**config.mk**
```make
export PLATFORM = sky130hd
export DESIGN_NAME = timer8
export DESIGN_NICKNAME = d
export VERILOG_FILES = /design/src/hw/timer8_pkg.sv /design/src/hw/timer8.sv
export VERILOG_INCLUDE_DIRS = /design/src /design/src/hw
export SDC_FILE = /design/constraint.sdc
export NUM_CORES = 1
export LEC_CHECK = 0
export ABC_CLOCK_PERIOD_IN_PS = 9500
export BUFFER_PORTS_ARGS = -buffer_cell sky130_fd_sc_hd__buf_4
export CAP_MARGIN = 20
export CELL_PAD_IN_SITES_DETAIL_PLACEMENT = 0
export CELL_PAD_IN_SITES_GLOBAL_PLACEMENT = 2
export CORE_AREA = 4 4 103 105
export DETAILED_ROUTE_END_ITERATION = 8
export DIE_AREA = 0 0 107 109
export PLACE_DENSITY = 0.91
export SYNTH_ARGS = -nofsm -noshare
export SYNTH_HDL_FRONTEND = slang
export SYNTH_SLANG_ARGS = --single-unit
```
**constraint.sdc**
```tcl
create_clock -name clk_i -period 9.5 [get_ports clk_i]
set_clock_uncertainty 0.2 [all_clocks]
set_input_delay 2.375 -clock clk_i [delete_from_list [all_inputs] [get_ports clk_i]]
set_output_delay 2.375 -clock clk_i [all_outputs]
set_load 0.01 [all_outputs]
```
**src/hw/timer8_defines.svh**
```systemverilog
`ifndef TIMER8_DEFINES_SVH
`define TIMER8_DEFINES_SVH

// Register offsets (byte addresses on the plain register port)
`define OFS_CONTROL_A 4'h0
`define OFS_CONTROL_B 4'h1
`define OFS_COUNT 4'h2
`define OFS_COMPARE_A 4'h3
`define OFS_COMPARE_B 4'h4
`define OFS_IRQ_MASK 4'h5
`define OFS_IRQ_FLAGS 4'h6

// Control B fields
`define CTLB_FORCE_A 7
`define CTLB_FORCE_B 6
`define CTLB_WAVE_BIT2 3
`define CTLB_RW_MASK 8'h0F

// Control A fields
`define CTLA_ACT_A_HI 7
`define CTLA_ACT_A_LO 6
`define CTLA_ACT_B_HI 5
`define CTLA_ACT_B_LO 4
`define CTLA_RW_MASK 8'hF3

// Irq bits
`define IRQ_OVF 0
`define IRQ_CMP_A 1
`define IRQ_CMP_B 2
`define IRQ_RW_MASK 8'h07

`define RESET_BYTE 8'h00
`define COUNT_MAX 8'hFF
`define COUNT_BOTTOM 8'h00

// Prescaler ratios
`define DIV_8 11'h008
`define DIV_64 11'h040
`define DIV_256 11'h100
`define DIV_1024 11'h400

`endif

```
**src/hw/timer8_pkg.sv**
```systemverilog
package timer8_pkg;

    typedef enum logic [2:0] {
        CS_STOP = 3'h0,
        CS_DIV1 = 3'h1,
        CS_DIV8 = 3'h2,
        CS_DIV64 = 3'h3,
        CS_DIV256 = 3'h4,
        CS_DIV1024 = 3'h5,
        CS_EXT_FALL = 3'h6,
        CS_EXT_RISE = 3'h7
    } clock_select_t;

    typedef enum logic [2:0] {
        WM_NORMAL = 3'h0,
        WM_PHASE_FF = 3'h1,
        WM_CTC = 3'h2,
        WM_FAST_FF = 3'h3,
        WM_RSVD4 = 3'h4,
        WM_PHASE_A = 3'h5,
        WM_RSVD6 = 3'h6,
        WM_FAST_A = 3'h7
    } wave_mode_t;

    typedef struct packed {
        logic [3:0] addr;
        logic [7:0] wdata;
        logic wr;
        logic rd;
    } reg_req_t;

    typedef struct packed {
        logic vec_a;
        logic vec_b;
        logic vec_ovf;
    } vec_ack_t;

endpackage

```
**src/hw/timer8.sv**
```systemverilog
`timescale 1ns/1ps
`default_nettype none
`include "timer8_defines.svh"

// How it works
// - Force strobe in non-PWM mode applies output action to its pin at once
// - Forced compare sets no flag and never clears the counter
// - Force strobe bits are pulses and read back as zero
// - Reserved bits of control B, mask and flags read as zero
// - Select 0 stops, 1 undivided, 2..5 divide by 8, 64, 256, 1024
// - Select 6 counts falling pin edges, 7 counts rising pin edges
// - Pin edges count regardless of the pin's direction
// - Count register is read and written directly by software
// - Count write blocks compare matches on the next timer tick
// - Both compare registers continuously compared, drive flags and pins
// - Mask bit2 compare B, bit1 compare A, bit0 overflow; gated by global
// - Match with compare A sets flag bit 1
// - Match with compare B sets flag bit 2
// - Overflow flag bit 0 set where the mode places overflow
// - Flags clear on vector execution or writing one; zero leaves them
// - Control B bit 3 is the top bit of the wave mode
// - Overflow at MAX, BOTTOM in phase modes, TOP in fast with A top
// - Non-PWM actions: off, toggle, clear, set; forced compare does likewise
module timer8
    import timer8_pkg::*;
#(
    parameter int PRESCALE_BITS = 10
) (
    // Clock and reset
    input wire logic clk_i,
    input wire logic rst_i,
    // Register port
    input wire reg_req_t req_i,
    output logic [7:0] rdata_o,
    // Interrupt side
    input wire logic global_irq_enable_i,
    input wire vec_ack_t vec_ack_i,
    output logic irq_a_o,
    output logic irq_b_o,
    output logic irq_ovf_o,
    // Pins
    input wire logic ext_count_clock_pin_i,
    output logic wave_out_a_o,
    output logic wave_out_b_o,
    output logic wave_en_a_o,
    output logic wave_en_b_o
);

    if (PRESCALE_BITS < 10) begin : g_bad_prescale
        $error("Prescaler too short for /1024");
    end

    logic [7:0] control_a;
    logic [3:0] control_b;
    logic [7:0] counter_value;
    logic [7:0] compare_a_value;
    logic [7:0] compare_b_value;
    logic [2:0] irq_mask;
    logic [2:0] irq_flags;
    logic [PRESCALE_BITS-1:0] prescale;
    logic [2:0] pin_sync;
    logic count_down;
    logic block_match;
    logic tick;
    logic [7:0] top;
    logic is_pwm;
    logic [7:0] next_count;
    logic next_down;
    logic match_a;
    logic match_b;
    logic ovf_evt;

    wave_mode_t wave_mode;
    clock_select_t clock_select;
    logic wr_b;
    logic wr_cnt;
    logic wr_flags;
    logic [1:0] output_a_action;
    logic [1:0] output_b_action;

    assign clock_select = clock_select_t'(control_b[2:0]);
    assign wave_mode = wave_mode_t'({control_b[`CTLB_WAVE_BIT2],
                                     control_a[1:0]});
    assign output_a_action = control_a[`CTLA_ACT_A_HI:`CTLA_ACT_A_LO];
    assign output_b_action = control_a[`CTLA_ACT_B_HI:`CTLA_ACT_B_LO];
    assign wr_b = req_i.wr && req_i.addr == `OFS_CONTROL_B;
    assign wr_cnt = req_i.wr && req_i.addr == `OFS_COUNT;
    assign wr_flags = req_i.wr && req_i.addr == `OFS_IRQ_FLAGS;
    assign is_pwm = wave_mode != WM_NORMAL && wave_mode != WM_CTC;

    // Registers
    always_ff @(posedge clk_i or posedge rst_i) begin
        if (rst_i) begin
            control_a <= `RESET_BYTE;
            control_b <= 4'h0;
            compare_a_value <= `RESET_BYTE;
            compare_b_value <= `RESET_BYTE;
            irq_mask <= 3'h0;
        end else if (req_i.wr) begin
            case (req_i.addr)
                `OFS_CONTROL_A: control_a <= req_i.wdata & `CTLA_RW_MASK;
                `OFS_CONTROL_B: control_b <= req_i.wdata[3:0];
                `OFS_COMPARE_A: compare_a_value <= req_i.wdata;
                `OFS_COMPARE_B: compare_b_value <= req_i.wdata;
                `OFS_IRQ_MASK: irq_mask <= req_i.wdata[2:0];
                default: ;
            endcase
        end
    end

    // Prescaler and pin sync
    always_ff @(posedge clk_i or posedge rst_i) begin
        if (rst_i) begin
            prescale <= '0;
            pin_sync <= 3'h0;
        end else begin
            prescale <= prescale + 1'b1;
            pin_sync <= {pin_sync[1:0], ext_count_clock_pin_i};
        end
    end

    function automatic logic div_tick(input logic [10:0] ratio,
                                      input logic [PRESCALE_BITS-1:0] p);
        logic [PRESCALE_BITS-1:0] m;
        m = PRESCALE_BITS'(ratio - 11'h001);
        return (p & m) == m;
    endfunction

    // Tick select
    always_comb begin
        case (clock_select)
            CS_STOP: tick = 1'b0;
            CS_DIV1: tick = 1'b1;
            CS_DIV8: tick = div_tick(`DIV_8, prescale);
            CS_DIV64: tick = div_tick(`DIV_64, prescale);
            CS_DIV256: tick = div_tick(`DIV_256, prescale);
            CS_DIV1024: tick = div_tick(`DIV_1024, prescale);
            CS_EXT_FALL: tick = pin_sync[2] && !pin_sync[1];
            CS_EXT_RISE: tick = !pin_sync[2] && pin_sync[1];
            default: tick = 1'b0;
        endcase
    end

    // Count sequence
    always_comb begin
        top = `COUNT_MAX;
        if (wave_mode == WM_CTC || wave_mode == WM_PHASE_A ||
            wave_mode == WM_FAST_A) begin
            top = compare_a_value;
        end
        next_count = counter_value + 8'h01;
        next_down = count_down;
        ovf_evt = 1'b0;
        case (wave_mode)
            WM_PHASE_FF, WM_PHASE_A: begin
                if (count_down) begin
                    if (counter_value == `COUNT_BOTTOM) begin
                        next_count = 8'h01;
                        next_down = 1'b0;
                        ovf_evt = 1'b1;
                    end else begin
                        next_count = counter_value - 8'h01;
                    end
                end else if (counter_value >= top) begin
                    next_count = counter_value - 8'h01;
                    next_down = 1'b1;
                end
            end
            WM_CTC: begin
                if (counter_value == top) next_count = `COUNT_BOTTOM;
                ovf_evt = counter_value == `COUNT_MAX;
            end
            WM_FAST_A: begin
                if (counter_value == top) begin
                    next_count = `COUNT_BOTTOM;
                    ovf_evt = 1'b1;
                end
            end
            default: ovf_evt = counter_value == `COUNT_MAX;
        endcase
    end

    assign match_a = tick && !block_match &&
                     counter_value == compare_a_value;
    assign match_b = tick && !block_match &&
                     counter_value == compare_b_value;

    // Counter
    always_ff @(posedge clk_i or posedge rst_i) begin
        if (rst_i) begin
            counter_value <= `RESET_BYTE;
            count_down <= 1'b0;
            block_match <= 1'b0;
        end else if (wr_cnt) begin
            counter_value <= req_i.wdata;
            block_match <= 1'b1;
        end else if (tick) begin
            counter_value <= next_count;
            count_down <= next_down;
            block_match <= 1'b0;
        end
    end

    // Flags: set wins over clear
    always_ff @(posedge clk_i or posedge rst_i) begin
        if (rst_i) begin
            irq_flags <= 3'h0;
        end else begin
            irq_flags[`IRQ_CMP_A] <= match_a || (irq_flags[`IRQ_CMP_A] &&
                !vec_ack_i.vec_a &&
                !(wr_flags && req_i.wdata[`IRQ_CMP_A]));
            irq_flags[`IRQ_CMP_B] <= match_b || (irq_flags[`IRQ_CMP_B] &&
                !vec_ack_i.vec_b &&
                !(wr_flags && req_i.wdata[`IRQ_CMP_B]));
            irq_flags[`IRQ_OVF] <= (tick && ovf_evt) ||
                (irq_flags[`IRQ_OVF] && !vec_ack_i.vec_ovf &&
                !(wr_flags && req_i.wdata[`IRQ_OVF]));
        end
    end

    assign irq_a_o = global_irq_enable_i && irq_mask[`IRQ_CMP_A] &&
                     irq_flags[`IRQ_CMP_A];
    assign irq_b_o = global_irq_enable_i && irq_mask[`IRQ_CMP_B] &&
                     irq_flags[`IRQ_CMP_B];
    assign irq_ovf_o = global_irq_enable_i && irq_mask[`IRQ_OVF] &&
                       irq_flags[`IRQ_OVF];

    function automatic logic apply_action(input logic [1:0] act,
                                          input logic cur);
        case (act)
            2'h1: return !cur;
            2'h2: return 1'b0;
            2'h3: return 1'b1;
            default: return cur;
        endcase
    endfunction

    logic force_a;
    logic force_b;
    assign force_a = wr_b && req_i.wdata[`CTLB_FORCE_A] && !is_pwm;
    assign force_b = wr_b && req_i.wdata[`CTLB_FORCE_B] && !is_pwm;

    // Waveform outputs (PWM shaping kept minimal: match actions)
    always_ff @(posedge clk_i or posedge rst_i) begin
        if (rst_i) begin
            wave_out_a_o <= 1'b0;
            wave_out_b_o <= 1'b0;
        end else begin
            if (match_a || force_a)
                wave_out_a_o <= apply_action(output_a_action, wave_out_a_o);
            if (match_b || force_b)
                wave_out_b_o <= apply_action(output_b_action, wave_out_b_o);
        end
    end

    assign wave_en_a_o = output_a_action != 2'h0;
    assign wave_en_b_o = output_b_action != 2'h0;

    // Read port
    always_ff @(posedge clk_i or posedge rst_i) begin
        if (rst_i) begin
            rdata_o <= `RESET_BYTE;
        end else if (req_i.rd) begin
            case (req_i.addr)
                `OFS_CONTROL_A: rdata_o <= control_a;
                `OFS_CONTROL_B: rdata_o <= {4'h0, control_b};
                `OFS_COUNT: rdata_o <= counter_value;
                `OFS_COMPARE_A: rdata_o <= compare_a_value;
                `OFS_COMPARE_B: rdata_o <= compare_b_value;
                `OFS_IRQ_MASK: rdata_o <= {5'h00, irq_mask};
                `OFS_IRQ_FLAGS: rdata_o <= {5'h00, irq_flags};
                default: rdata_o <= `RESET_BYTE;
            endcase
        end else begin
            rdata_o <= `RESET_BYTE;
        end
    end

    chk_force_no_flag: assert property (@(posedge clk_i) disable iff (rst_i)
        force_a && !match_a && !vec_ack_i.vec_a && !irq_flags[`IRQ_CMP_A]
        |=> !irq_flags[`IRQ_CMP_A])
        else $error("Forced compare set flag");
    chk_force_toggle: assert property (@(posedge clk_i) disable iff (rst_i)
        force_a && output_a_action == 2'h1 && !match_a
        |=> wave_out_a_o != $past(wave_out_a_o))
        else $error("Forced toggle missing");
    chk_count_write_block: assert property (@(posedge clk_i)
        disable iff (rst_i)
        wr_cnt |=> !match_a && !match_b)
        else $error("Match after count write");
    chk_match_sets_a: assert property (@(posedge clk_i) disable iff (rst_i)
        match_a |=> irq_flags[`IRQ_CMP_A])
        else $error("Compare A flag not set");
    chk_match_sets_b: assert property (@(posedge clk_i) disable iff (rst_i)
        match_b |=> irq_flags[`IRQ_CMP_B])
        else $error("Compare B flag not set");
    chk_flag_w1c: assert property (@(posedge clk_i) disable iff (rst_i)
        wr_flags && req_i.wdata[`IRQ_OVF] && !(tick && ovf_evt)
        |=> !irq_flags[`IRQ_OVF])
        else $error("Overflow flag not cleared");
    chk_stop_holds: assert property (@(posedge clk_i) disable iff (rst_i)
        clock_select == CS_STOP && !wr_cnt |=> $stable(counter_value))
        else $error("Stopped counter moved");
    chk_ctlb_read: assert property (@(posedge clk_i) disable iff (rst_i)
        req_i.rd && req_i.addr == `OFS_CONTROL_B
        |=> rdata_o[7:4] == 4'h0)
        else $error("Control B upper bits nonzero");
    chk_irq_gate: assert property (@(posedge clk_i) disable iff (rst_i)
        irq_a_o |-> irq_flags[`IRQ_CMP_A] && irq_mask[`IRQ_CMP_A])
        else $error("Interrupt without flag and enable");
    chk_ovf_sets_flag: assert property (@(posedge clk_i)
        disable iff (rst_i) tick && ovf_evt |=> irq_flags[`IRQ_OVF])
        else $error("Overflow flag not set");
    chk_vec_clears_a: assert property (@(posedge clk_i)
        disable iff (rst_i) vec_ack_i.vec_a && !match_a
        |=> !irq_flags[`IRQ_CMP_A]) else $error("Vector left flag A set");
    chk_vec_clears_ovf: assert property (@(posedge clk_i)
        disable iff (rst_i) vec_ack_i.vec_ovf && !(tick && ovf_evt)
        |=> !irq_flags[`IRQ_OVF]) else $error("Vector left overflow set");
    chk_pwm_force_off: assert property (@(posedge clk_i)
        disable iff (rst_i) is_pwm && !match_a
        |=> wave_out_a_o == $past(wave_out_a_o)) else $error("PWM pin moved");
    chk_ext_edge_count: assert property (@(posedge clk_i)
        disable iff (rst_i) clock_select == CS_EXT_RISE && !wr_cnt &&
        wave_mode == WM_NORMAL && !pin_sync[2] && pin_sync[1]
        |=> counter_value == $past(counter_value) + 8'h01)
        else $error("Rising pin edge not counted");
    chk_mask_read: assert property (@(posedge clk_i)
        disable iff (rst_i) req_i.rd && req_i.addr == `OFS_IRQ_MASK
        |=> rdata_o[7:3] == 5'h00) else $error("Mask reserved bits set");
    chk_flags_read: assert property (@(posedge clk_i)
        disable iff (rst_i) req_i.rd && req_i.addr == `OFS_IRQ_FLAGS
        |=> rdata_o[7:3] == 5'h00) else $error("Flag reserved bits set");
    chk_force_no_clear: assert property (@(posedge clk_i)
        disable iff (rst_i) force_a && !tick && !wr_cnt
        |=> $stable(counter_value)) else $error("Forced compare moved count");

    cov_ovf: cover property (@(posedge clk_i) tick && ovf_evt);
    cov_force: cover property (@(posedge clk_i) force_b);
    cov_ext: cover property (@(posedge clk_i)
        clock_select == CS_EXT_RISE && tick);
    cov_ctc_wrap: cover property (@(posedge clk_i)
        tick && wave_mode == WM_CTC && counter_value == top);
    cov_phase_bottom: cover property (@(posedge clk_i)
        tick && ovf_evt && wave_mode == WM_PHASE_A);

endmodule
`default_nettype wire

```
; After elaboration in Yosys (flattened, before gate mapping)
; Cells that the tools add are included.
[op_classes]
addsub = 3
n_lt_le_gt_ge = 1
eq_ne = 32
muxes = 22
bitwise = 1
reduce_logical = 67
[ops]
columns = op, count
row1 = 2-to-1 mux 8 bit, 8
row2 = one-hot mux 8 bit (7 select lines), 1
row3 = logical AND 1 bit, 29
row4 = == test 8 bit, 3
row5 = == test 3 bit (second input constant), 7
row6 = == test 8 bit (second input constant), 2
row7 = one-hot mux 8 bit (2 select lines), 1
row8 = AND reduction 2 bit, 7
row9 = == test 4 x 3 -> 1 bit (second input constant), 3
row10 = zero test 1 bit, 12
row11 = adder 10 x 1 -> 10 bit (second input constant), 1
row12 = == test 10 bit (second input constant), 1
row13 = == test 3 x 2 -> 1 bit (second input constant), 3
row14 = nonzero test 3 bit, 3
row15 = adder 8 x 1 -> 8 bit (second input constant), 1
row16 = == test 2 bit (second input constant), 4
row17 = == test 4 x 2 -> 1 bit (second input constant), 2
row18 = greater-or-equal comparator 8 bit, 1
row19 = zero test 8 bit, 1
row20 = 2-to-1 mux 1 bit, 8
row21 = one-hot mux 1 bit (8 select lines), 1
row22 = subtractor 8 x 1 -> 8 bit (second input constant), 1
row23 = logical OR 1 bit, 7
row24 = == test 3 x 1 -> 1 bit (second input constant), 2
row25 = other kinds (12), 17
[word_totals]
ff_bits = 65
in_bits = 21
output_inout_bits = 15
wordCells = 140

; Depth between registers and ports, before layout
; Gate-level depths: netlist (run 1).
[logic_depth]
depth_word = 10
mapped_depth = 12

; Worst setup path before layout (run 1)
; No wires, ideal clock.
[synth_path]
path_kind = input port to output port
startpoint = input port global_irq_enable_i
endpoint = output port irq_a_o
arrival_time_ps = 2565
required_time_ps = 6925
setup_slack_ps = 4360
stages = 1
n_path_buf = 0
cell_sequence = and3_1
[synth_between]
elab_chain_cells = 2
[synth_lines]
columns = item, line
row1 = start: declaration, timer8.sv:36  ; input wire logic global_irq_enable_i,
row2 = logical AND 1 bit (2 in series), timer8.sv:221  ; assign irq_a_o = global_irq_enable_i && irq_mask[`IRQ_CMP_A] &&
row3 = end: declaration, timer8.sv:38  ; output logic irq_a_o,
; No other way between the ends.

; Final worst setup path (run 1)
[layout_path]
startpoint = input port global_irq_enable_i
endpoint = output port irq_b_o
[layout_between]
elab_chain_cells = 2
[layout_lines]
columns = item, line
row1 = logical AND 1 bit (2 in series), timer8.sv:223  ; assign irq_b_o = global_irq_enable_i && irq_mask[`IRQ_CMP_B] &&
row2 = end: declaration, timer8.sv:39  ; output logic irq_b_o,
; No other way between the ends.

==> results.yml, run 1 <==
timing:
  tightest_slew_ns: 0.8322
  rsz0062_at_grt: "false"
  period_share_pct: 56.58
  fin_setup_tns_ns: 0
  slew_headroom_pct: 44.52
  setup_viol: 0
  min_period_ns: 5.375
  final_hold_viol_count: 0
  fmax_ghz: 0.1860
  slew_violations: 0
floorplanning:
  fp.dieW_um: 107
  initial_core_util_pct: 40.16
  rows: 36
  core_area_um2: 9639
  fp.dieH_um: 109
  die-area_um2: 11660
  io_pins: 36
global_routing:
  grtUsageTotal_pct: 18.11
  grt_max_degree: 66
  grt_pass1_wl_um: 16240
  grt_pass1_vias: 3158
  antenna_found_initial: 0
  grt-ovfl-total: 0
cells_and_area:
  fin_nets: 453
  antenna_cells: 0
  fillers: 960
  area_delta_synth_final_pct: 13.74
  drive_gt1_share_pct: 23.58
clock_tree:
  numCtsBuffers: 9
  h-tree-depth: 3
  cts_max_path_buffers: 2
  cts_tree: "built"
  path_clk_slew_ns: 0.07
  cts_hold_buf: 0
  ctsResizeCount: 0
  cts_num_sinks: 65
  postCtsSetupBuffers: 0
  clk-insertion-delay-late_ns: 0.36
  ctsRootBufferMaster: "clkbuf_8"
worst_setup_path:
  slowest_delay_ns: 0.17
  regToRegStartpoint: "control_b[3]"
  worst-setup-path-type: "primary input to output port"
  reg2regPathDepth: 10
  cp_common_cell: "buf_4"
  r2r_setup_slack_ns: 6.03
  critPathMaxFanout: 3
  end_kind: "output port"
  startpoint_type: "primary input"
  crit_chain: "buf_4 -> and3_1 -> buf_4"
  r2r_end: "counter_value[2]"
  arrival_ns: 2.80
  slowest_stage: "and3_1"
  cp.required_ns: 6.93
synth:
  syn_area_per_cell_um2: 9.901
  ys_ff_latch: 65
  synth_flop_cell: "dfrtp_1"
  synthArstFlopShare_pct: 100.0
  ys_types: 54
  synth_edf_count: 0
  syn_inst: 391
  syn_nets: 425
  netlist_area_um2: 3871
  yosysSeqAreaShare_pct: 42.02
  yosysWarnings: 0
worst_hold_path:
  hold_path.class: "register to register"
  hold_start: "pin_sync[0]"
  min_to: "pin_sync[1]"
  holdPathStages: 0
power_and_ir_drop:
  power.leakage_nw: 1.928
  power_mw: 0.9495
  seqPwrFrac_pct: 44.7
  swShare_pct: 38.77
  power_per_cell_area_nw_per_um2: 215.7
  p_clk_share_pct: 22.1
  combinationalPowerShare_pct: 33.2
  p_int_mw: 0.5814
  peakVddDrop_mv: 0.09263
  p_switching_mw: 0.3682
detailed_routing:
  detail_route.first_pass.iterations: 5
  drtIter0Drc: 175
  vias_per_cell: 5.449
  detail-route-antenna-nets: 0
  wl_per_cell_um: 17.39
  routed_wl_um: 9689
  vias: 3035
  drc_errors: 0
status:
  status: "finished, final reports clean"
job:
  max_cap_viol_count: 0
placement:
  dpl.hpwl_um: 7053
  gp_congestion: 0.8521
  port_buffers: 35
-- layer usage --
| layer | part of all wire (%) | GRT usage [%] |
|---|---|---|
| met1 | 47 | 24.74 |
| met2 | 48 | 28.64 |
| met3 | 4.0 | 3.434 |
| met4 | 1.5 | 6.849 |
| met5 | 0 | 0 |
-- registers in the layout, summed over array words and instances (netlist names), 3 cells and up --
| register | count |
|---|---|
| irq_flags | 3 |
| counter_value | 8 |
| prescale | 10 |
| control_b | 4 |
| rdata_o | 8 |
| compare_b_value | 8 |
| irq_mask | 3 |
| compare_a_value | 8 |
| pin_sync | 3 |
| control_a | 6 |
-- cell usage in the layout, fill, tap and decap left out, types with 4 or more instances in the layout --
| cell | instances |
|---|---|
| a211oi_1 | 4 |
| a21oi_1 | 15 |
| a22oi_1 | 6 |
| and3_1 | 8 |
| buf_4 | 37 |
| clkbuf_8 | 9 |
| dfrtp_1 | 65 |
| ha_1 | 13 |
| inv_1 | 12 |
| mux2_2 | 34 |
| mux2i_1 | 9 |
| nand2_1 | 16 |
| nand2b_1 | 6 |
| nand3_1 | 16 |
| nand4_1 | 6 |
| nor2_1 | 43 |
| nor2b_1 | 7 |
| nor3_1 | 9 |
| o211ai_1 | 6 |
| o21ai_0 | 10 |
| or3_1 | 5 |
| xnor2_1 | 26 |
| xor2_1 | 5 |
-- final cells by class --
type	count	area [um^2]	area share [%]
clock buffers	9	123.9	2.813
multi-input cells	293	2113	48.00
well taps	133	166.4	3.779
repair buffers	37	277.8	6.309
inverters	13	48.80	1.108
flip-flops and latches	65	1627	36.94
clock inverters	7	46.29	1.051
-- cell families after synthesis --
| logic type | synth area share (%) |
|---|---|
| and+or+nand+nor | 18.81 |
| muxes | 12.80 |
| buffers and inverters | 3.394 |
| adders and majority gates | 4.202 |
| xor gates and xnor gates | 7.014 |
| AOI/OAI and AO/OA | 11.77 |
| DFF | 42.02 |
-- critical path: cells and delay by family --
family	cells	cell delay [ns]
and+or+nand+nor	1	0.17
buffers and inverters	2	0.25
-- worst max path at each step --
stage	start	to	slack (ns)	cells past startpoint
floorplan	global_irq_enable_i	irq_a_o	4.36	1
global placement	global_irq_enable_i	irq_ovf_o	4.13	3
detailed placement	global_irq_enable_i	irq_ovf_o	4.13	3
CTS	global_irq_enable_i	irq_ovf_o	4.12	3
global route	global_irq_enable_i	irq_b_o	4.10	3
finish	global_irq_enable_i	irq_b_o	4.12	3
-- per-stage QoR --
stage | hold slack (ns) | utilization (%) | area, um^2 | worst slack, ns | cells
2_1_floorplan | 0.1312 | - | 3871 | 4.360 | 391
3_3_place_gp | 0.1389 | 43.91 | 4233 | 4.134 | 541
3_5_place_dp | 0.1379 | 43.91 | 4233 | 4.128 | 541
4_1_cts | 0.1557 | 45.68 | 4403 | 4.123 | 557
5_1_grt | 0.1584 | 45.68 | 4403 | 4.104 | 557
6_report | 0.1520 | 45.68 | 4403 | 4.125 | 557
-- synthesized netlist by cell type, drive strengths merged, types with 3 or more instances --
cell type	n	area share, %
o22ai	3	0.48
and3	8	1.3
and2	3	0.48
a221oi	3	0.68
o21ai	12	1.6
a22oi	6	1.2
nand4	6	0.97
a21oi	15	1.9
mux2i	9	2.3
a211oi	4	0.78
o211ai	6	1.2
nor3	9	1.2
clkbuf	18	1.7
nor3b	3	0.58
dfrtp	65	42
nand3b	3	0.58
nand2	17	1.7
nand2b	6	0.97
xnor2	26	5.9
nor2	43	4.2
nand3	16	2.1
or2	3	0.48
mux2	34	9.9
ha	13	4.2
xor2	5	1.1
nor2b	7	1.1
inv	13	1.3
or3	5	0.81
-- power groups by stage --
stage                     clock network [mW]  registers [mW]  logic [mW]
after floorplan                            0           0.364       0.288
after CTS                              0.216           0.423       0.317
after global routing                   0.228           0.434       0.358
after detailed placement                   0           0.428       0.315
final                                  0.210           0.424       0.316
after global placement                     0           0.429       0.311
Note: power is estimated with default switching activity, not from simulation.
==> run 2: changes to the inputs <==
--- a/config.mk
+++ b/config.mk
@@ -6,15 +6,16 @@
 export SDC_FILE = /design/constraint.sdc
 export NUM_CORES = 1
 export LEC_CHECK = 0
-export ABC_CLOCK_PERIOD_IN_PS = 9500
+export ABC_AREA = 1
+export ABC_CLOCK_PERIOD_IN_PS = 4500
 export BUFFER_PORTS_ARGS = -buffer_cell sky130_fd_sc_hd__buf_4
 export CAP_MARGIN = 20
 export CELL_PAD_IN_SITES_DETAIL_PLACEMENT = 0
 export CELL_PAD_IN_SITES_GLOBAL_PLACEMENT = 2
-export CORE_AREA = 4 4 103 105
+export CORE_AREA = 4 4 116 118
 export DETAILED_ROUTE_END_ITERATION = 8
-export DIE_AREA = 0 0 107 109
-export PLACE_DENSITY = 0.91
+export DIE_AREA = 0 0 120 122
+export PLACE_DENSITY = 0.83
 export SYNTH_ARGS = -nofsm -noshare
 export SYNTH_HDL_FRONTEND = slang
 export SYNTH_SLANG_ARGS = --single-unit
==> constraint.sdc (replaced) <==
create_clock -name clk_i -period 4.5 [get_ports clk_i]
set_clock_uncertainty 0.2 [all_clocks]
set_input_delay 1.125 -clock clk_i [delete_from_list [all_inputs] [get_ports clk_i]]
set_output_delay 1.125 -clock clk_i [all_outputs]
set_load 0.01 [all_outputs]
==> run 2 against run 1 <==
First-iteration DRC count rose by 4.0%. Critical path depth rose by 1. Critical path type unchanged. Die area rose by 26%. Largest power group unchanged.
==> results.yml, run 2 <==
worst_setup_path:
  arrival_ns: 1.58
  slowest_stage: "nor3_1"
  critPathMaxFanout: 3
  slowest_delay_ns: 0.17
  critPathTopFamily: "buffers and inverters"
  crit_chain: "buf_4 -> inv_1 -> nor3_1 -> buf_4"
  startpoint_type: "primary input"
  end_kind: "output port"
  cp.required_ns: 3.17
  cp_common_cell: "buf_4"
  worst-setup-path-type: "primary input to output port"
  crit_buf_inv: 3
timing:
  final_hold_viol_count: 0
  slew_headroom_pct: 52.06
  period_share_pct: 64.46
  holdWs_ns: 0.1437
  fmax_ghz: 0.3448
  slew_violations: 0
  rsz0062_at_grt: "false"
  setup_ws_ns: 1.599
  setup_viol: 0
  min_period_ns: 2.901
  fin_setup_tns_ns: 0
  tightest_slew_ns: 0.7181
detailed_routing:
  top_layer: "met4"
  met3_length_um: 563
  wl_met1_um: 5045
  vias_per_cell: 4.681
  routed_wl_um: 10830
  wl_per_cell_um: 15.10
  detail_route.first_pass.iterations: 4
  vias: 3356
  drtIter0Drc: 182
  detail-route-antenna-nets: 0
  drc_errors: 0
  wl_met2_um: 4925
global_routing:
  grt_pass1_vias: 3488
  grt_pass1_wl_um: 17770
  antenna_found_initial: 0
  grt-ovfl-total: 0
  grt_max_degree: 34
  grtUsageTotal_pct: 15.64
cells_and_area:
  largest_register_ffs: 10
  fin_nets: 574
  regMostFlops: "prescale"
  design_area_um2: 4607
  multiInputGateArea_um2: 1982
  layout_commonest_cell: "nand2_1"
  fillers: 1343
  drive_gt1_share_pct: 17.06
  final_cell_mix: "nand2_1 (125), dfrtp_1 (65), inv_1 (51)"
  area_delta_synth_final_pct: 17.75
  regArea_um2: 1627
  antenna_cells: 0
placement:
  placed_cell_area_um2: 4333
  port_buffers: 35
  dpl_worst_slack_ns: 1.615
  dpl.hpwl_um: 8310
  gp_congestion: 0.8833
power_and_ir_drop:
  p_switching_mw: 0.9471
  seqPwrFrac_pct: 37.1
  peakVddDrop_mv: 0.1871
  combinationalPowerShare_pct: 35.6
  power_per_cell_area_nw_per_um2: 509.7
  power.leakage_nw: 2.263
  p_int_mw: 1.401
  p_clk_share_pct: 27.3
  swShare_pct: 40.33
floorplanning:
  io_pins: 36
  fp.dieH_um: 122
  rows: 41
  fp.dieW_um: 120
  core_area_um2: 12470
  die-area_um2: 14640
  initial_core_util_pct: 31.39
synth:
  synth_edf_count: 0
  syn_inst: 503
  synthArstFlopShare_pct: 100.0
  synth_flop_cell: "dfrtp_1"
  synth_commonest_cells: "nand2_1 (125), dfrtp_1 (65), inv_1 (52)"
  syn_area_per_cell_um2: 7.778
  ys_types: 31
  syn_nets: 537
  yosysSeqAreaShare_pct: 41.57
  netlist_area_um2: 3913
  yosysMostFrequentCell: "nand2_1"
  yosysWarnings: 0
  ys_ff_latch: 65
  synthTopCellsByArea: "dfrtp_1 (42%), nand2_1 (12%), xor2_1 (5.8%), inv_1 (5.0%), nor2_1 (4.7%)"
  netlist.area_leader.share_pct: 41.57
  yosysTopAreaCell: "dfrtp_1"
clock_tree:
  clk-insertion-delay-late_ns: 0.32
  ctsRootBufferMaster: "clkbuf_16"
  ctsResizeCount: 0
  numCtsBuffers: 9
  h-tree-depth: 3
  cts_hold_buf: 0
  cts_tree: "built"
  path_clk_slew_ns: 0.06
  cts_max_path_buffers: 2
  cts_num_sinks: 65
  postCtsSetupBuffers: 0
status:
  status: "finished, final reports clean"
job:
  max_cap_viol_count: 0
worst_hold_path:
  hold_path.class: "register to register"
==> run 2: cell count changes in the layout (fill, tap and decap cells not counted), moves of 8 or more <==
cell | before | now
mux2_2 | 34 | 0
o21ai_1 | 1 | 14
inv_2 | 1 | 11
clkbuf_16 | 0 | 9
o21ai_0 | 10 | 34
xnor2_1 | 26 | 5
nand2_1 | 16 | 125
xor2_1 | 5 | 26
inv_1 | 12 | 51
mux2i_1 | 9 | 0
nor2_2 | 0 | 13
clkbuf_8 | 9 | 1
==> run 2: path summary, 6_finish.rpt <==
check / start / to / slack, ns / cells past startpoint
worst max-delay path: global_irq_enable_i / irq_b_o / 1.60 / 4
worst min-delay path: pin_sync[0] / pin_sync[1] / 0.14 / 0
worst max register to register: control_b[3] / counter_value[1] / 1.84 / 14
worst min register to register: pin_sync[0] / pin_sync[1] / 0.14 / 0
max in group asynchronous: rst_i / count_down / 2.46 / 3
min in group asynchronous: rst_i / irq_mask[1] / 0.73 / 2
==> run 2: final cells by class <==
type | instances | area share [%]
clock buffers | 11 | 5.269
clock inverters | 5 | 0.6790
inverters | 63 | 5.187
multi-input cells | 365 | 43.02
flip-flops and latches | 65 | 35.31
well taps | 172 | 4.671
repair buffers | 36 | 5.866
==> run 2: kinds of logic (layout without fill, tap and decap cells) <==
family	after synthesis	in the layout	synth area share (%)
flops	65	65	41.57
buf+inv	73	115	7.771
compound gates	82	82	11.96
fa+ha+maj	13	13	4.157
xor+xnor	31	31	6.940
simple gates	239	239	27.60
==> run 2: routing by layer <==
layer	vias up	track usage (%)
met3	21	2.786
met2	71	25.29
met1	1573	20.90
met5	-	0
li1	1691	-
met4	0	6.084
==> run 2: power groups by stage <==
stage / Combinational (mW) / Clock, mW / Sequential, mW
floorplan: 0.700 / 0 / 0.786
global placement: 0.829 / 0 / 0.880
detailed placement: 0.841 / 0 / 0.881
CTS: 0.844 / 0.655 / 0.871
global route: 0.968 / 0.676 / 0.890
finish: 0.836 / 0.641 / 0.871
==> run 2: per-stage QoR <==
step	power [mW]	utilization, %	cells
3_3_place_gp	1.709	34.76	701
2_1_floorplan	1.486	-	503
3_5_place_dp	1.722	34.76	701
4_1_cts	2.371	36.96	717
5_1_grt	2.534	36.96	717
6_report	2.348	36.96	717
==> run 3: changes to the inputs <==
--- a/config.mk
+++ b/config.mk
@@ -7,15 +7,15 @@
 export NUM_CORES = 1
 export LEC_CHECK = 0
 export ABC_AREA = 1
-export ABC_CLOCK_PERIOD_IN_PS = 4500
+export ABC_CLOCK_PERIOD_IN_PS = 2900
 export BUFFER_PORTS_ARGS = -buffer_cell sky130_fd_sc_hd__buf_4
 export CAP_MARGIN = 20
 export CELL_PAD_IN_SITES_DETAIL_PLACEMENT = 0
 export CELL_PAD_IN_SITES_GLOBAL_PLACEMENT = 2
-export CORE_AREA = 4 4 116 118
+export CORE_AREA = 4 4 111 113
 export DETAILED_ROUTE_END_ITERATION = 8
-export DIE_AREA = 0 0 120 122
-export PLACE_DENSITY = 0.83
+export DIE_AREA = 0 0 115 117
+export PLACE_DENSITY = 0.86
 export SYNTH_ARGS = -nofsm -noshare
 export SYNTH_HDL_FRONTEND = slang
 export SYNTH_SLANG_ARGS = --single-unit
==> constraint.sdc (replaced) <==
create_clock -name clk_i -period 2.9 [get_ports clk_i]
set_clock_uncertainty 0.2 [all_clocks]
set_input_delay 0.725 -clock clk_i [delete_from_list [all_inputs] [get_ports clk_i]]
set_output_delay 0.725 -clock clk_i [all_outputs]
set_load 0.01 [all_outputs]
==> run 3 against run 2 <==
Combinational power grew 61%. Critical path depth rose by 10. Setup slack got worse by 1.3 ns. Via count rose by 0.12%. Global-route usage is 1.3 points higher. Clock power up 86%. Register-to-register slack got worse by 1.5 ns. Cell count down 3.6%. Non-clock buffer count is 3 higher. Sequential cell count unchanged. Sequential share of layout area decreased by 0.42 points. Largest cell class unchanged. Largest power group is now combinational cells. Highest routed layer unchanged.
==> results.yml, run 3 (synthesis results as in run 2) <==
clock_tree:
  cts_tree: "built"
  ctsRootBufferMaster: "clkbuf_16"
  cts_hold_buf: 0
  postCtsSetupBuffers: 0
  cts_num_sinks: 65
  clk-insertion-delay-late_ns: 0.33
  h-tree-depth: 3
  numCtsBuffers: 9
  ctsResizeCount: 0
  path_clk_slew_ns: 0.06
  cts_max_path_buffers: 2
power_and_ir_drop:
  peakVddDrop_mv: 0.3970
  power_mw: 3.849
  power_per_cell_area_nw_per_um2: 825.7
  power.leakage_nw: 2.310
floorplanning:
  rows: 39
  core_area_um2: 11320
  initial_core_util_pct: 34.56
  io_pins: 36
  fp.dieW_um: 115
  die-area_um2: 13460
  fp.dieH_um: 117
placement:
  placed_cell_area_um2: 4332
  port_buffers: 35
  gp_congestion: 0.8531
  dpl.hpwl_um: 8187
detailed_routing:
  vias_per_cell: 4.863
  detail_route.first_pass.iterations: 4
  wl_per_cell_um: 15.32
  detail-route-antenna-nets: 0
  drc_errors: 0
  drtIter0Drc: 199
  vias: 3360
  routed_wl_um: 10590
worst_setup_path:
  arrival_ns: 2.58
  startpoint_type: "register"
  regToRegStartpoint: "control_b[3]"
  r2r_setup_slack_ns: 0.33
  critPathMaxFanout: 9
  cp_common_cell: "nand2_1"
  critPathTopFamily: "simple AND/OR/NAND/NOR gates"
  r2r_end: "counter_value[1]"
  slowest_stage: "dfrtp_1"
  end_kind: "register"
  crit_chain: "nor2_1 -> nand2_1 -> nand2_1 -> inv_2 -> or2_2 -> ha_1 -> nand2_1 -> nor2_2 -> nor2_2 -> nand2_2 -> nand2_1 -> nand2_1 -> nand3_1 -> nand3_1"
  worst-setup-path-type: "register to register"
  crit_buf_inv: 1
  cp.required_ns: 2.91
  slowest_delay_ns: 0.40
  reg2regPathDepth: 14
  crit_start: "control_b[3]"
cells_and_area:
  antenna_cells: 0
  layout_commonest_cell: "nand2_1"
  fillers: 1177
  regMostFlops: "prescale"
  final_cell_mix: "nand2_1 (125), dfrtp_1 (65), inv_1 (51)"
  design_area_um2: 4662
  fin_util_pct: 41.18
  fin_nets: 577
  area_delta_synth_final_pct: 19.16
  largest_register_ffs: 10
  drive_gt1_share_pct: 17.70
timing:
  slew_violations: 0
  tightest_slew_ns: 0.5540
  setup_viol: 0
  slew_headroom_pct: 62.98
  holdWs_ns: 0.1512
  fin_setup_tns_ns: 0
  rsz0062_at_grt: "false"
  fmax_ghz: 0.3886
  period_share_pct: 88.74
  min_period_ns: 2.573
  final_hold_viol_count: 0
worst_hold_path:
  hold_start: "pin_sync[0]"
  holdPathStages: 0
  hold_path.class: "register to register"
  min_to: "pin_sync[1]"
status:
  status: "finished, final reports clean"
job:
  max_cap_viol_count: 0
global_routing:
  antenna_found_initial: 0
  grt_pass1_vias: 3395
  grtUsageTotal_pct: 16.93
  grt_max_degree: 66
  grt-ovfl-total: 0
  grt_pass1_wl_um: 17620
[run 3: cell types whose count changed in the layout (fill, tap and decap cells not counted)]
cell | before | now
buf_4 | 36 | 38
bufinv_16 | 0 | 2
buf_12 | 0 | 1
clkbuf_1 | 1 | 0
clkbuf_8 | 1 | 2
clkinv_2 | 3 | 2
clkinv_4 | 1 | 0
[run 3: worst max path at each step]
stage,to,cells after the start,slack (ns)
2_1_floorplan,block_match,1,0.35
3_3_place_gp,counter_value[1],14,0.44
3_5_place_dp,counter_value[1],14,0.35
4_1_cts,counter_value[1],14,0.33
5_1_grt,counter_value[1],14,0.04
6_report,counter_value[1],14,0.33
[run 3: where the power goes]
part	switching, mW	internal [mW]
clock	0.396	0.796
combinational	0.835	0.519
sequential	0.227	1.08
total	1.46	2.39
[run 3: layer usage]
layer / vias up / track usage [%] / routed length [um]
li1: 1704 / - / -
met1: 1579 / 22.80 / 5095
met2: 67 / 28.01 / 4868
met3: 10 / 3.599 / 507
met4: 0 / 4.069 / 118
met5: - / 0 / 0
[run 3: worst register-to-register path, stage by stage (launching register included)]
cell     delay (ns)
dfrtp_1        0.40
nor2_1         0.17
nand2_1        0.07
nand2_1        0.10
inv_2          0.09
or2_2          0.28
ha_1           0.29
nand2_1        0.09
nor2_2         0.05
nor2_2         0.20
nand2_2        0.15
nand2_1        0.13
nand2_1        0.07
nand3_1        0.08
nand3_1        0.07
[run 3: through the flow]
stage	instances	worst slack, ns
final	691	0.3266
after global routing	691	0.03609
after CTS	691	0.3259
after detailed placement	675	0.3462
after global placement	675	0.4401
after floorplan	503	0.3485
[run 3: area by class of cell]
class / instances / area (um^2) / share of cell area [%]
clock buffer: 11 / 252.7 / 5.421
clock inverter: 5 / 77.57 / 1.664
inverter: 63 / 239.0 / 5.126
multi-input combinational: 365 / 1982 / 42.51
sequential: 65 / 1627 / 34.89
tap: 143 / 178.9 / 3.838
timing repair buffer: 39 / 305.3 / 6.549
